--- config.mk ---
export PLATFORM = sky130hd
export DESIGN_NAME = quad_adc_mode_control_regs
export DESIGN_NICKNAME = d
export VERILOG_FILES = /design/src/rtl/adc_mode_pkg.sv /design/src/rtl/mode_bus_if.sv /design/src/rtl/mode_decode.sv /design/src/rtl/pin_sync.sv /design/src/rtl/quad_adc_mode_control_regs.sv
export VERILOG_INCLUDE_DIRS = /design/src /design/src/rtl
export SDC_FILE = /design/constraint.sdc
export NUM_CORES = 1
export LEC_CHECK = 0
export BUFFER_PORTS_ARGS = -buffer_cell sky130_fd_sc_hd__clkbuf_2
export CAP_MARGIN = 25
export CORE_MARGIN = 5
export CORE_UTILIZATION = 30
export DETAILED_ROUTE_END_ITERATION = 10
export PLACE_DENSITY = 0.54
export SETUP_SLACK_MARGIN = 0.5
export SKIP_LAST_GASP = 1
export SLEW_MARGIN = 20
export SYNTH_ARGS = -nofsm -noshare
export SYNTH_HDL_FRONTEND = slang
export SYNTH_HIERARCHICAL = 1
export SYNTH_SLANG_ARGS = --single-unit
--- constraint.sdc ---
create_clock -name CLK -period 3.45 [get_ports CLK]
set_input_delay 0 -clock CLK [delete_from_list [all_inputs] [get_ports CLK]]
set_output_delay 0 -clock CLK [all_outputs]
set_load 0.01 [all_outputs]
--- src/rtl/adc_mode_params.svh ---
// Offsets, field positions, reset values and timing counts of the mode registers
`ifndef ADC_MODE_PARAMS_SVH
`define ADC_MODE_PARAMS_SVH

`define ADDR_SW_RESET      7'h00
`define ADDR_FORMAT_POWER  7'h01
`define ADDR_OUTPUT_MODE   7'h02
`define ADDR_PATTERN_HIGH  7'h03
`define ADDR_PATTERN_LOW   7'h04

`define REG_RESET_VALUE    8'h00

`define FP_DUTY_OFF        7
`define FP_SCRAMBLE        6
`define FP_SIGNED          5
`define FP_SLEEP           4
`define FP_NAP_HI          3
`define FP_NAP_LO          0

`define OM_CUR_HI          7
`define OM_CUR_LO          5
`define OM_TERM            4
`define OM_OFF             3
`define OM_LANE_HI         2
`define OM_LANE_LO         0

`define TP_ENABLE          7
`define TP_UNUSED          6
`define TP_HIGH_HI         5
`define SW_RESET_BIT       7

`define WORD_BITS          5'h10
`define ADDR_LAST_BIT      5'h07
`define DATA_FIRST_BIT     5'h08

// Driver current in steps of 0.05 mA
`define CUR_3P5            8'h46
`define CUR_4P0            8'h50
`define CUR_4P5            8'h5a
`define CUR_3P0            8'h3c
`define CUR_2P5            8'h32
`define CUR_2P1            8'h2a
`define CUR_1P75           8'h23

`define CLK_MHZ            25
`define SRST_SLEEP_NS      1000
`define SRST_SLEEP_CYCLES  ((`SRST_SLEEP_NS * `CLK_MHZ + 999) / 1000)

`endif

--- src/rtl/adc_mode_pkg.sv ---
// Types shared by the mode register logic
package adc_mode_pkg;
	typedef enum logic [1:0] {
		ST_IDLE   = 2'b00,
		ST_SHIFT  = 2'b01,
		ST_COMMIT = 2'b11
	} frame_state_t;

	typedef logic [7:0] mode_reg_t;
endpackage

--- src/rtl/mode_bus_if.sv ---
// Register contents toward the decoder and decoded controls back
`timescale 1ns/1ps
interface mode_bus_if;
	import adc_mode_pkg::*;
	mode_reg_t   fmt;
	mode_reg_t   om;
	mode_reg_t   tph;
	mode_reg_t   tpl;
	logic        force_sleep;
	logic        sleep;
	logic [3:0]  nap;
	logic [3:0]  enable;
	logic [7:0]  current;
	logic        two_lane;
	logic [4:0]  ser_bits;
	logic        lane_ok;
	logic [13:0] pattern;

	modport regs (output fmt, om, tph, tpl, force_sleep,
		input sleep, nap, enable, current, two_lane, ser_bits, lane_ok, pattern);
	modport dec (input fmt, om, tph, tpl, force_sleep,
		output sleep, nap, enable, current, two_lane, ser_bits, lane_ok, pattern);
endinterface

--- src/rtl/mode_decode.sv ---
// Turns raw register contents into channel, driver, lane and pattern controls
`timescale 1ns/1ps
`include "adc_mode_params.svh"
module mode_decode
	import adc_mode_pkg::*;
(
	mode_bus_if.dec bus
);
	function automatic logic [7:0] base_current(input logic [2:0] sel);
		case (sel)
			3'h0:    base_current = `CUR_3P5;
			3'h1:    base_current = `CUR_4P0;
			3'h2:    base_current = `CUR_4P5;
			3'h4:    base_current = `CUR_3P0;
			3'h5:    base_current = `CUR_2P5;
			3'h6:    base_current = `CUR_2P1;
			3'h7:    base_current = `CUR_1P75;
			default: base_current = 8'h00;
		endcase
	endfunction

	logic [7:0] cur;

	always_comb begin
		bus.sleep  = bus.fmt[`FP_SLEEP] | bus.force_sleep;
		bus.nap    = bus.sleep ? 4'h0 : bus.fmt[`FP_NAP_HI:`FP_NAP_LO];
		bus.enable = bus.sleep ? 4'h0 : ~bus.fmt[`FP_NAP_HI:`FP_NAP_LO];
		cur = base_current(bus.om[`OM_CUR_HI:`OM_CUR_LO]);
		// Termination takes half the drive, so the driver doubles up
		bus.current = bus.om[`OM_TERM] ? {cur[6:0], 1'b0} : cur;
		bus.two_lane = 1'b0;
		bus.ser_bits = 5'h00;
		bus.lane_ok  = 1'b1;
		case (bus.om[`OM_LANE_HI:`OM_LANE_LO])
			3'h0: begin
				bus.two_lane = 1'b1;
				bus.ser_bits = 5'h10;
			end
			3'h1: begin
				bus.two_lane = 1'b1;
				bus.ser_bits = 5'h0e;
			end
			3'h2: begin
				bus.two_lane = 1'b1;
				bus.ser_bits = 5'h0c;
			end
			3'h5: bus.ser_bits = 5'h0e;
			3'h6: bus.ser_bits = 5'h0c;
			3'h7: bus.ser_bits = 5'h10;
			default: bus.lane_ok = 1'b0;
		endcase
		bus.pattern = {bus.tph[`TP_HIGH_HI:0], bus.tpl};
	end
endmodule // mode_decode

--- src/rtl/pin_sync.sv ---
// Two-flop synchronisers for pins from outside the clock domain
`timescale 1ns/1ps
module pin_sync #(
	parameter int W = 4
) (
	input  wire logic         clk,
	input  wire logic [W-1:0] pin,
	output logic      [W-1:0] level
);
	logic [W-1:0] meta;

	genvar i;
	generate
		for (i = 0; i < W; i++) begin : g_bit
			always_ff @(posedge clk) begin
				meta[i]  <= pin[i];
				level[i] <= meta[i];
			end
		end
	endgenerate
endmodule // pin_sync

--- src/rtl/quad_adc_mode_control_regs.sv ---
// Serially programmed mode control registers of a four-channel converter
`timescale 1ns/1ps
`include "adc_mode_params.svh"

// Notes on behaviour
// - Format register bit 7 high turns the clock duty-cycle stabilizer off, low keeps it on.
// - Format register bit 6 turns the output data randomizer on when high.
// - Format register bit 5 selects offset binary when low and two's complement when high.
// - Format register bit 4 high puts the whole device to sleep with all channels off.
// - With bit 4 low, bits 0 to 3 nap channels 1 to 4, and all clear is normal running.
// - Any mix of nap bits is accepted, each channel napping on its own bit.
// - Output mode bits 7 to 5 pick the driver current from 1.75 mA to 4.5 mA, 011 unused.
// - Output mode bits 2 to 0 pick two lanes at 16, 14, 12 bits or one lane at 14, 12, 16 bits.
// - Pattern high bit 7 replaces output data with the programmed test pattern.
// - Pattern high bits 5 to 0 give pattern bits 13 down to 8.
// - Pattern low bits 7 to 0 give pattern bits 7 down to 0.
// - Pattern high bit 6 is ignored whatever is written to it.
// - A 16-bit word of read flag, 7 address bits and 8 data bits; a read leaves the register.
// - A software reset clears every mode register to zero and briefly forces sleep.
module quad_adc_mode_control_regs
	import adc_mode_pkg::*;
(
	input  wire logic  CLK,
	input  wire logic  RST,
	input  wire logic  CS_N,
	input  wire logic  SCK,
	input  wire logic  SDI,
	input  wire logic  PROGRAM_MODE_STRAP,
	output logic       SDO_OUT,
	output logic       SDO_OE,
	output logic       DUTY_STABILIZER_DISABLE,
	output logic       OUTPUT_SCRAMBLE_EN,
	output logic       SIGNED_FORMAT_SEL,
	output logic       SLEEP_MODE,
	output logic [3:0] CH_NAP,
	output logic [3:0] CH_ENABLE,
	output logic [2:0] DRIVER_CURRENT_SEL,
	output logic [7:0] DRIVER_CURRENT,
	output logic       INTERNAL_TERM_EN,
	output logic       OUTPUT_DISABLE,
	output logic [2:0] LANE_SERIAL_SEL,
	output logic       TWO_LANE,
	output logic [4:0] SERIAL_BITS,
	output logic       LANE_MODE_VALID,
	output logic       PATTERN_OUT_EN,
	output logic [3:0] CH_PATTERN,
	output logic [13:0] TEST_PATTERN
);
	localparam logic [7:0] SLEEP_CYCLES = 8'(`SRST_SLEEP_CYCLES);

	logic [3:0]   pins_s;
	logic         cs_n_s;
	logic         sck_s;
	logic         sdi_s;
	logic         strap_s;
	logic         sck_prev;
	logic         sck_rise;
	logic         sck_fall;

	frame_state_t state;
	frame_state_t next_state;
	logic [4:0]   bit_cnt;
	logic [4:0]   next_bit_cnt;
	logic [7:0]   shift;
	logic [7:0]   next_shift;
	logic         rd_flag;
	logic         next_rd_flag;
	logic [6:0]   addr_q;
	logic [6:0]   next_addr_q;
	logic [7:0]   rd_shift;
	logic [7:0]   next_rd_shift;
	logic         sdo_oe;
	logic         next_sdo_oe;

	mode_reg_t    fmt;
	mode_reg_t    next_fmt;
	mode_reg_t    om;
	mode_reg_t    next_om;
	mode_reg_t    tph;
	mode_reg_t    next_tph;
	mode_reg_t    tpl;
	mode_reg_t    next_tpl;
	logic [7:0]   srst_cnt;
	logic [7:0]   next_srst_cnt;

	mode_bus_if   bus ();

	pin_sync #(.W(4)) u_sync (
		.clk   (CLK),
		.pin   ({CS_N, SCK, SDI, PROGRAM_MODE_STRAP}),
		.level (pins_s)
	);

	assign cs_n_s  = pins_s[3];
	assign sck_s   = pins_s[2];
	assign sdi_s   = pins_s[1];
	assign strap_s = pins_s[0];
	assign sck_rise = sck_s & ~sck_prev;
	assign sck_fall = ~sck_s & sck_prev;

	// Reset register is write only, so it reads as zero like unmapped space
	function automatic logic [7:0] rd_value(input logic [6:0] a, input mode_reg_t f,
		input mode_reg_t o, input mode_reg_t h, input mode_reg_t l);
		case (a)
			`ADDR_FORMAT_POWER: rd_value = f;
			`ADDR_OUTPUT_MODE:  rd_value = o;
			`ADDR_PATTERN_HIGH: rd_value = h;
			`ADDR_PATTERN_LOW:  rd_value = l;
			default:            rd_value = 8'h00;
		endcase
	endfunction

	always_comb begin
		next_state    = state;
		next_bit_cnt  = bit_cnt;
		next_shift    = shift;
		next_rd_flag  = rd_flag;
		next_addr_q   = addr_q;
		next_rd_shift = rd_shift;
		next_sdo_oe   = sdo_oe;
		case (state)
			ST_IDLE: begin
				next_bit_cnt = 5'h00;
				next_sdo_oe  = 1'b0;
				// Parallel strap level hands the pins to pin programming
				if (!cs_n_s && !strap_s) begin
					next_state = ST_SHIFT;
				end
			end
			ST_SHIFT: begin
				if (cs_n_s) begin
					next_sdo_oe = 1'b0;
					// A short frame is dropped rather than half applied
					next_state = (bit_cnt == `WORD_BITS) ? ST_COMMIT : ST_IDLE;
				end else begin
					if (sck_rise && bit_cnt < `WORD_BITS) begin
						next_shift   = {shift[6:0], sdi_s};
						next_bit_cnt = bit_cnt + 5'h01;
						if (bit_cnt == 5'h00) begin
							next_rd_flag = sdi_s;
						end
						if (bit_cnt == `ADDR_LAST_BIT) begin
							next_addr_q   = {shift[5:0], sdi_s};
							next_rd_shift = rd_value({shift[5:0], sdi_s}, fmt, om, tph, tpl);
						end
					end
					if (sck_fall && rd_flag && bit_cnt >= `DATA_FIRST_BIT
						&& bit_cnt < `WORD_BITS) begin
						// Open drain: enable pulls low for a zero bit
						next_sdo_oe   = ~rd_shift[7];
						next_rd_shift = {rd_shift[6:0], 1'b0};
					end
				end
			end
			ST_COMMIT: next_state = ST_IDLE;
			default:   next_state = ST_IDLE;
		endcase
	end

	always_ff @(posedge CLK) begin
		if (RST) begin
			state    <= ST_IDLE;
			bit_cnt  <= 5'h00;
			shift    <= 8'h00;
			rd_flag  <= 1'b0;
			addr_q   <= 7'h00;
			rd_shift <= 8'h00;
			sdo_oe   <= 1'b0;
			sck_prev <= 1'b0;
		end else begin
			state    <= next_state;
			bit_cnt  <= next_bit_cnt;
			shift    <= next_shift;
			rd_flag  <= next_rd_flag;
			addr_q   <= next_addr_q;
			rd_shift <= next_rd_shift;
			sdo_oe   <= next_sdo_oe;
			sck_prev <= sck_s;
		end
	end

	always_comb begin
		next_fmt      = fmt;
		next_om       = om;
		next_tph      = tph;
		next_tpl      = tpl;
		next_srst_cnt = (srst_cnt != 8'h00) ? srst_cnt - 8'h01 : 8'h00;
		if (state == ST_COMMIT && !rd_flag) begin
			case (addr_q)
				`ADDR_SW_RESET: begin
					if (shift[`SW_RESET_BIT]) begin
						next_fmt      = `REG_RESET_VALUE;
						next_om       = `REG_RESET_VALUE;
						next_tph      = `REG_RESET_VALUE;
						next_tpl      = `REG_RESET_VALUE;
						next_srst_cnt = SLEEP_CYCLES;
					end
				end
				`ADDR_FORMAT_POWER: next_fmt = shift;
				`ADDR_OUTPUT_MODE:  next_om = shift;
				`ADDR_PATTERN_HIGH: next_tph = {shift[7], 1'b0, shift[5:0]};
				`ADDR_PATTERN_LOW:  next_tpl = shift;
				default: next_fmt = fmt;
			endcase
		end
	end

	always_ff @(posedge CLK) begin
		if (RST) begin
			fmt      <= `REG_RESET_VALUE;
			om       <= `REG_RESET_VALUE;
			tph      <= `REG_RESET_VALUE;
			tpl      <= `REG_RESET_VALUE;
			srst_cnt <= 8'h00;
		end else begin
			fmt      <= next_fmt;
			om       <= next_om;
			tph      <= next_tph;
			tpl      <= next_tpl;
			srst_cnt <= next_srst_cnt;
		end
	end

	assign bus.fmt         = fmt;
	assign bus.om          = om;
	assign bus.tph         = tph;
	assign bus.tpl         = tpl;
	assign bus.force_sleep = srst_cnt != 8'h00;

	mode_decode u_dec (
		.bus (bus.dec)
	);

	always_ff @(posedge CLK) begin
		if (RST) begin
			SDO_OUT                 <= 1'b0;
			SDO_OE                  <= 1'b0;
			DUTY_STABILIZER_DISABLE <= 1'b0;
			OUTPUT_SCRAMBLE_EN      <= 1'b0;
			SIGNED_FORMAT_SEL       <= 1'b0;
			SLEEP_MODE              <= 1'b0;
			CH_NAP                  <= 4'h0;
			CH_ENABLE               <= 4'h0;
			DRIVER_CURRENT_SEL      <= 3'h0;
			DRIVER_CURRENT          <= 8'h00;
			INTERNAL_TERM_EN        <= 1'b0;
			OUTPUT_DISABLE          <= 1'b0;
			LANE_SERIAL_SEL         <= 3'h0;
			TWO_LANE                <= 1'b0;
			SERIAL_BITS             <= 5'h00;
			LANE_MODE_VALID         <= 1'b0;
			PATTERN_OUT_EN          <= 1'b0;
			CH_PATTERN              <= 4'h0;
			TEST_PATTERN            <= 14'h0000;
		end else begin
			SDO_OUT                 <= 1'b0;
			SDO_OE                  <= sdo_oe;
			DUTY_STABILIZER_DISABLE <= fmt[`FP_DUTY_OFF];
			OUTPUT_SCRAMBLE_EN      <= fmt[`FP_SCRAMBLE];
			SIGNED_FORMAT_SEL       <= fmt[`FP_SIGNED];
			SLEEP_MODE              <= bus.sleep;
			CH_NAP                  <= bus.nap;
			CH_ENABLE               <= bus.enable;
			DRIVER_CURRENT_SEL      <= om[`OM_CUR_HI:`OM_CUR_LO];
			DRIVER_CURRENT          <= bus.current;
			INTERNAL_TERM_EN        <= om[`OM_TERM];
			OUTPUT_DISABLE          <= om[`OM_OFF];
			LANE_SERIAL_SEL         <= om[`OM_LANE_HI:`OM_LANE_LO];
			TWO_LANE                <= bus.two_lane;
			SERIAL_BITS             <= bus.ser_bits;
			LANE_MODE_VALID         <= bus.lane_ok;
			PATTERN_OUT_EN          <= tph[`TP_ENABLE];
			// Same pattern on every channel that is awake
			CH_PATTERN              <= tph[`TP_ENABLE] ? bus.enable : 4'h0;
			TEST_PATTERN            <= bus.pattern;
		end
	end
endmodule // quad_adc_mode_control_regs
; ---- Word level (Yosys, flattened, before mapping)
; Cells that the tools add are included.
[classes]
n_lt_le_gt_ge = 2
reduce_logical = 41
eq_ne = 29
add_sub_neg = 2
n_mux = 29
n_bitwise = 9
shifts = 0
div = 0
multipliers = 0
[ops]
columns = cell, count
row1 = $mux 8, 9
row2 = $pmux 8 s2, 4
row3 = $pmux 7 s7, 1
row4 = $pmux 8 s4, 1
row5 = $eq 7x2->1 const B, 4
row6 = $eq 3x3->1 const B, 7
row7 = $reduce_and 3->1, 6
row8 = $pmux 5 s3, 1
row9 = $eq 7x1->1 const B, 2
row10 = $eq 7x3->1 const B, 2
row11 = $reduce_bool 2->1, 7
row12 = $reduce_and 4->1, 3
row13 = $reduce_or 2->1, 6
row14 = $mux 5, 2
row15 = $pmux 5 s2, 1
row16 = $ne 2x2->1 const B, 4
row17 = $reduce_bool 8->1, 1
row18 = $sub 8x1->8 const B, 1
row19 = $logic_not 7->1, 1
row20 = $eq 3x1->1 const B, 2
row21 = $eq 3x2->1 const B, 2
row22 = $logic_and 1x1->1, 6
row23 = $logic_not 3->1, 2
row24 = $mux 2, 3
row25 = 23 further kinds, 34
[word_totals]
elab_cells = 152
register_bits = 136
out_inout_bits = 56
latchBits = 0
ram_bits = 0
romBits = 0
mem_count = 0
input_bits = 6

; ---- Longest topological paths before layout
[logic_depth]
depth_word = 8
ltp_mapped = 8

; ---- Modules after synthesis
; Netlist, hierarchy kept.
[by_module_without_submodules]
columns = mod, cells_each, n_inst, seq_area_each_um2, area_per_inst_um2
row1 = quad_adc_mode_control_regs, 471, 1, 2542.4, 4657.0
row2 = mode_decode, 59, 1, 0.0, 405.4
row3 = pin_sync, 8, 1, 160.2, 160.2

; ---- Worst setup path before layout
; Ideal clock, no wire load.
[synth_path]
path_type = register to register
start = register state[0]
end = register rd_shift[6]
path_stages_with_launch = 7
slack_ns = 1.644
period_less_slack_ns = 1.806
path_buffers = 1
required_ns = 3.330
t_arrival_ns = 1.686
cell_sequence = dfxtp_1 or3b_4 or3_4 buf_6 o21a_4 a221oi_2 nor2_1
[synth_between]
elab_chain_cells = 2
[synth_rtl]
columns = item, line
row1 = from (decl), quad_adc_mode_control_regs.sv:60  ; frame_state_t state;
row2 = from (signal assigned), quad_adc_mode_control_regs.sv:171  ; state <= next_state;
row3 = $eq 2x1->1, quad_adc_mode_control_regs.sv:121  ; case (state)
row4 = $reduce_and 4->1 (no source line), --
row5 = to (signal assigned), quad_adc_mode_control_regs.sv:176  ; rd_shift <= next_rd_shift;
row6 = to (decl), quad_adc_mode_control_regs.sv:70  ; logic [7:0] rd_shift;
; Every way passes these cells.
; A chain may end at the register's enable or synchronous reset.

; ---- Final worst setup path
[layout_path]
start = register state[0]
end = register rd_shift[7]
; The elaborated chain is that of the path after synthesis.

==> run metrics <==
H-tree depth=4; fmax=between 500 and 600 MHz; clock transition at the registers of the reported paths=60 ps; Slew Limit Headroom=roughly two fifths; Worst-Skew Late Latency=approximately 420 ps; worst-margin pin slew=between 900 and 1000 ps; hold path cells=2; clock root buffer=clkbuf_16; synth cell count leaders=dfxtp_1 (135), nor2b_1 (61), nor2_1 (46); leading area contributor after synthesis=dfxtp_1; Synth cell types=between 60 and 70; final setup violation count=0; top_reg_cell synth=dfxtp_1; R2R depth=5; post-synthesis cell area=about 5200 µm²; via count=about 3,800; CP startpoint kind=flip-flop; Yosys top cell area share=51.7%; vias per std cell=between 4 and 5; die height=roughly 140 µm; # clock sinks=around 140; HPWL Detailed=slightly below 8000 µm; Max stage delay on crit path=between 400 and 500 ps; syn avg cell area=between 9 and 10 µm²; ant diodes=0; largest delay contributor family on the critical path=simple AND/OR/NAND/NOR gates; crit path max-delay cell type=or3_4; EDFF count, synth=0; status=finished clean; Cell Rows=48; synth warn=6; clock share of power=a little under half; leakage power=between 0.002 and 0.0025 µW; Cell Chain, Critical Path=or3b_4 -> or3_4 -> nand4b_4 -> nand2b_1 -> a21oi_1; Placer Congestion=between 0.8 and 0.9; crit path capture type=flip-flop; CTS tree=built; post-route cell area=between 6000 and 7000 µm²; DR pass1 iterations=4; filler cell count=1,752; post-route ant nets=0; Hold Path Origin=SCK; RSZ-0062 raised after global routing=no; layout cells sized above 1=about a fifth; total CTS buffers=17; first-pass GRT wire length=18,700 µm; part of the cycle the worst path needs=57.2%; global-route met3 utilization=~3.2%; Async SR Flop Fraction=0%; antenna violations before repair=0; r2r endpoint=rd_shift[7]; hold endpoint=u_sync/meta[2]; DRT iter0 DRCs=276; Area Overhead vs Synth=17.8%; largest net degree at the start of global routing=96; top-count cell post-synth=dfxtp_1; WP data required=around 3800 ps; gr busiest metal=met2; Pint=between 2000 and 3000 µW; crit path max fanout=11; Worst EP arrival=2310 ps; CP Class=reg -> reg; starting density of the core=30.4%; Clock Skew=10.4 ps; Comb pwr share=roughly 8.5%; CTS Buffer Depth=2; Final Critical Period=1970 ps; final-stage net count=590; R2R Setup Slk=approximately 1500 ps; #FFs+latches synth=between 100 and 150; Overflow after GRT=0; vias in the first global route=3,620; Syn Nets=547; synth top area cells=dfxtp_1 (52%), nor2b_1 (7.3%), nor2_1 (3.3%); Slew Viols, Final=0; area post-placement=5550 µm²; MaxCap Viol Count=0; worst hold path type=in -> reg; Port-buffer cells=60; chip width=between 100 and 150 µm; met1 Track Usage GR=around 15%; Post-route DRC=0; DR WL/cell=approximately 14 µm; Bufs and invs on worst path=0; Reg power frac=approximately 45%; Power Density=~600 nW/µm²; count of final hold-check violations=0; Setup TNS=0 ps; die area=between 20,000 and 25,000 µm²; DRT Wirelength=~12,000 µm; Tot GR Track Use=roughly an eighth; Max VDD drop=0.316 mV; P_sw=roughly 870 µW; r2r startpoint=state[0]; register area share after synthesis=51.7%; met2 global-route usage=roughly a fifth; Sw Ratio=between 20% and 30%; io pins=62; CORE AREA=17,200 µm²; cells after synthesis=538
cell type report:
| class | instances | area (µm²) | area share, % |
|---|---|---|---|
| clock inverter | 9 | 103 | 1.67 |
| inverter | 9 | 33.8 | 0.549 |
| tap | 225 | 282 | 4.57 |
| multi-input combinational | 352 | 2220 | 36.0 |
| sequential | 135 | 2700 | 43.9 |
| timing repair buffer | 66 | 355 | 5.77 |
| clock buffer | 21 | 460 | 7.48 |
repair_timing:
action                                 4_1_cts  5_1_grt
resized for setup                            0        0
hold buffers                                 4        0
endpoints found under the hold margin        4        0
buffers inserted                             0        0
power by group through the flow:
stage / clock (µW) / sequential (µW) / combinational, µW
3_3_place_gp: 0 / 1710 / 309
6_report: 1730 / 1670 / 318
3_5_place_dp: 0 / 1710 / 317
5_1_grt: 1840 / 1680 / 373
2_1_floorplan: 0 / 1710 / 238
4_1_cts: 1770 / 1670 / 325
state kept, by name (all words and copies together), names as in the netlist, 2 cells and up:
signal / count
srst_cnt: 8
DRIVER_CURRENT: 8
rd_shift: 8
bus.om: 8
state: 2
bit_cnt: 5
bus.tph: 7
DRIVER_CURRENT_SEL: 3
CH_ENABLE: 4
addr_q: 7
TEST_PATTERN: 14
shift: 8
bus.fmt: 8
LANE_SERIAL_SEL: 3
u_sync/level: 4
SERIAL_BITS: 5
u_sync/meta: 4
bus.tpl: 8
CH_NAP: 4
CH_PATTERN: 4
metal layers:
layer | vias up | share of wire (%)
met2 | 87 | 46
met3 | 20 | 6.1
met4 | 0 | 2.3
met5 | - | 0
met1 | 1790 | 46
li1 | 1918 | -
cells by family (layout without fill, tap and decap cells):
family | after synthesis | after routing | share of synthesized area [%]
adders and majority gates | 3 | 3 | 0.719
AOI/OAI and AO/OA | 99 | 99 | 13.4
buffers and inverters | 51 | 105 | 5.77
xor gates and xnor gates | 10 | 10 | 1.68
muxes | 16 | 16 | 3.14
and+or+nand+nor | 222 | 222 | 23.4
other | 2 | 2 | 0.144
DFF | 135 | 135 | 51.7
worst max path at each step:
stage / from / endpoint / slack [ps] / cells past startpoint
floorplan: state[0] / rd_shift[6] / 1640 / 6
global placement: state[0] / rd_shift[0] / 1530 / 5
detailed placement: state[0] / rd_shift[3] / 1480 / 5
CTS: state[0] / rd_shift[0] / 1470 / 5
global route: state[1] / bus.fmt[7] / 1220 / 5
finish: state[0] / rd_shift[7] / 1480 / 5
placed cells by master (no fill, tap or decap), types with 3 or more instances in the layout:
cell type and instances:
a211oi_1 4, a21oi_1 22, a22oi_1 17, a31oi_1 3, a32o_1 6, and2_1 8, clkbuf_16 17, clkbuf_2 59
clkinv_2 5, dfxtp_1 135, dlygate4sd3_1 4, ha_1 3, inv_1 8, mux2_2 3, mux2i_1 13, nand2_1 37
nand2b_1 15, nand3_1 18, nand3b_1 3, nand4b_1 3, nor2_1 46, nor2b_1 61, nor3_1 12, o21a_1 3
o21ai_0 17, o22ai_1 4, o2bb2ai_1 9, xnor2_1 3, xor2_1 7
through the flow:
stage                     utilization [%]  std cells  hold WS [ps]  setup WS (ps)  power, µW
final                                35.8        817           216           1480       3720
after global routing                 35.8        817           206           1220       3890
after CTS                            35.8        817           200           1470       3760
after detailed placement             32.3        783           104           1480       2030
after global placement               32.3        783           107           1530       2010
after floorplan                         -        538          27.7           1640       1950
No activity file was read; power rests on OpenSTA's default activity.
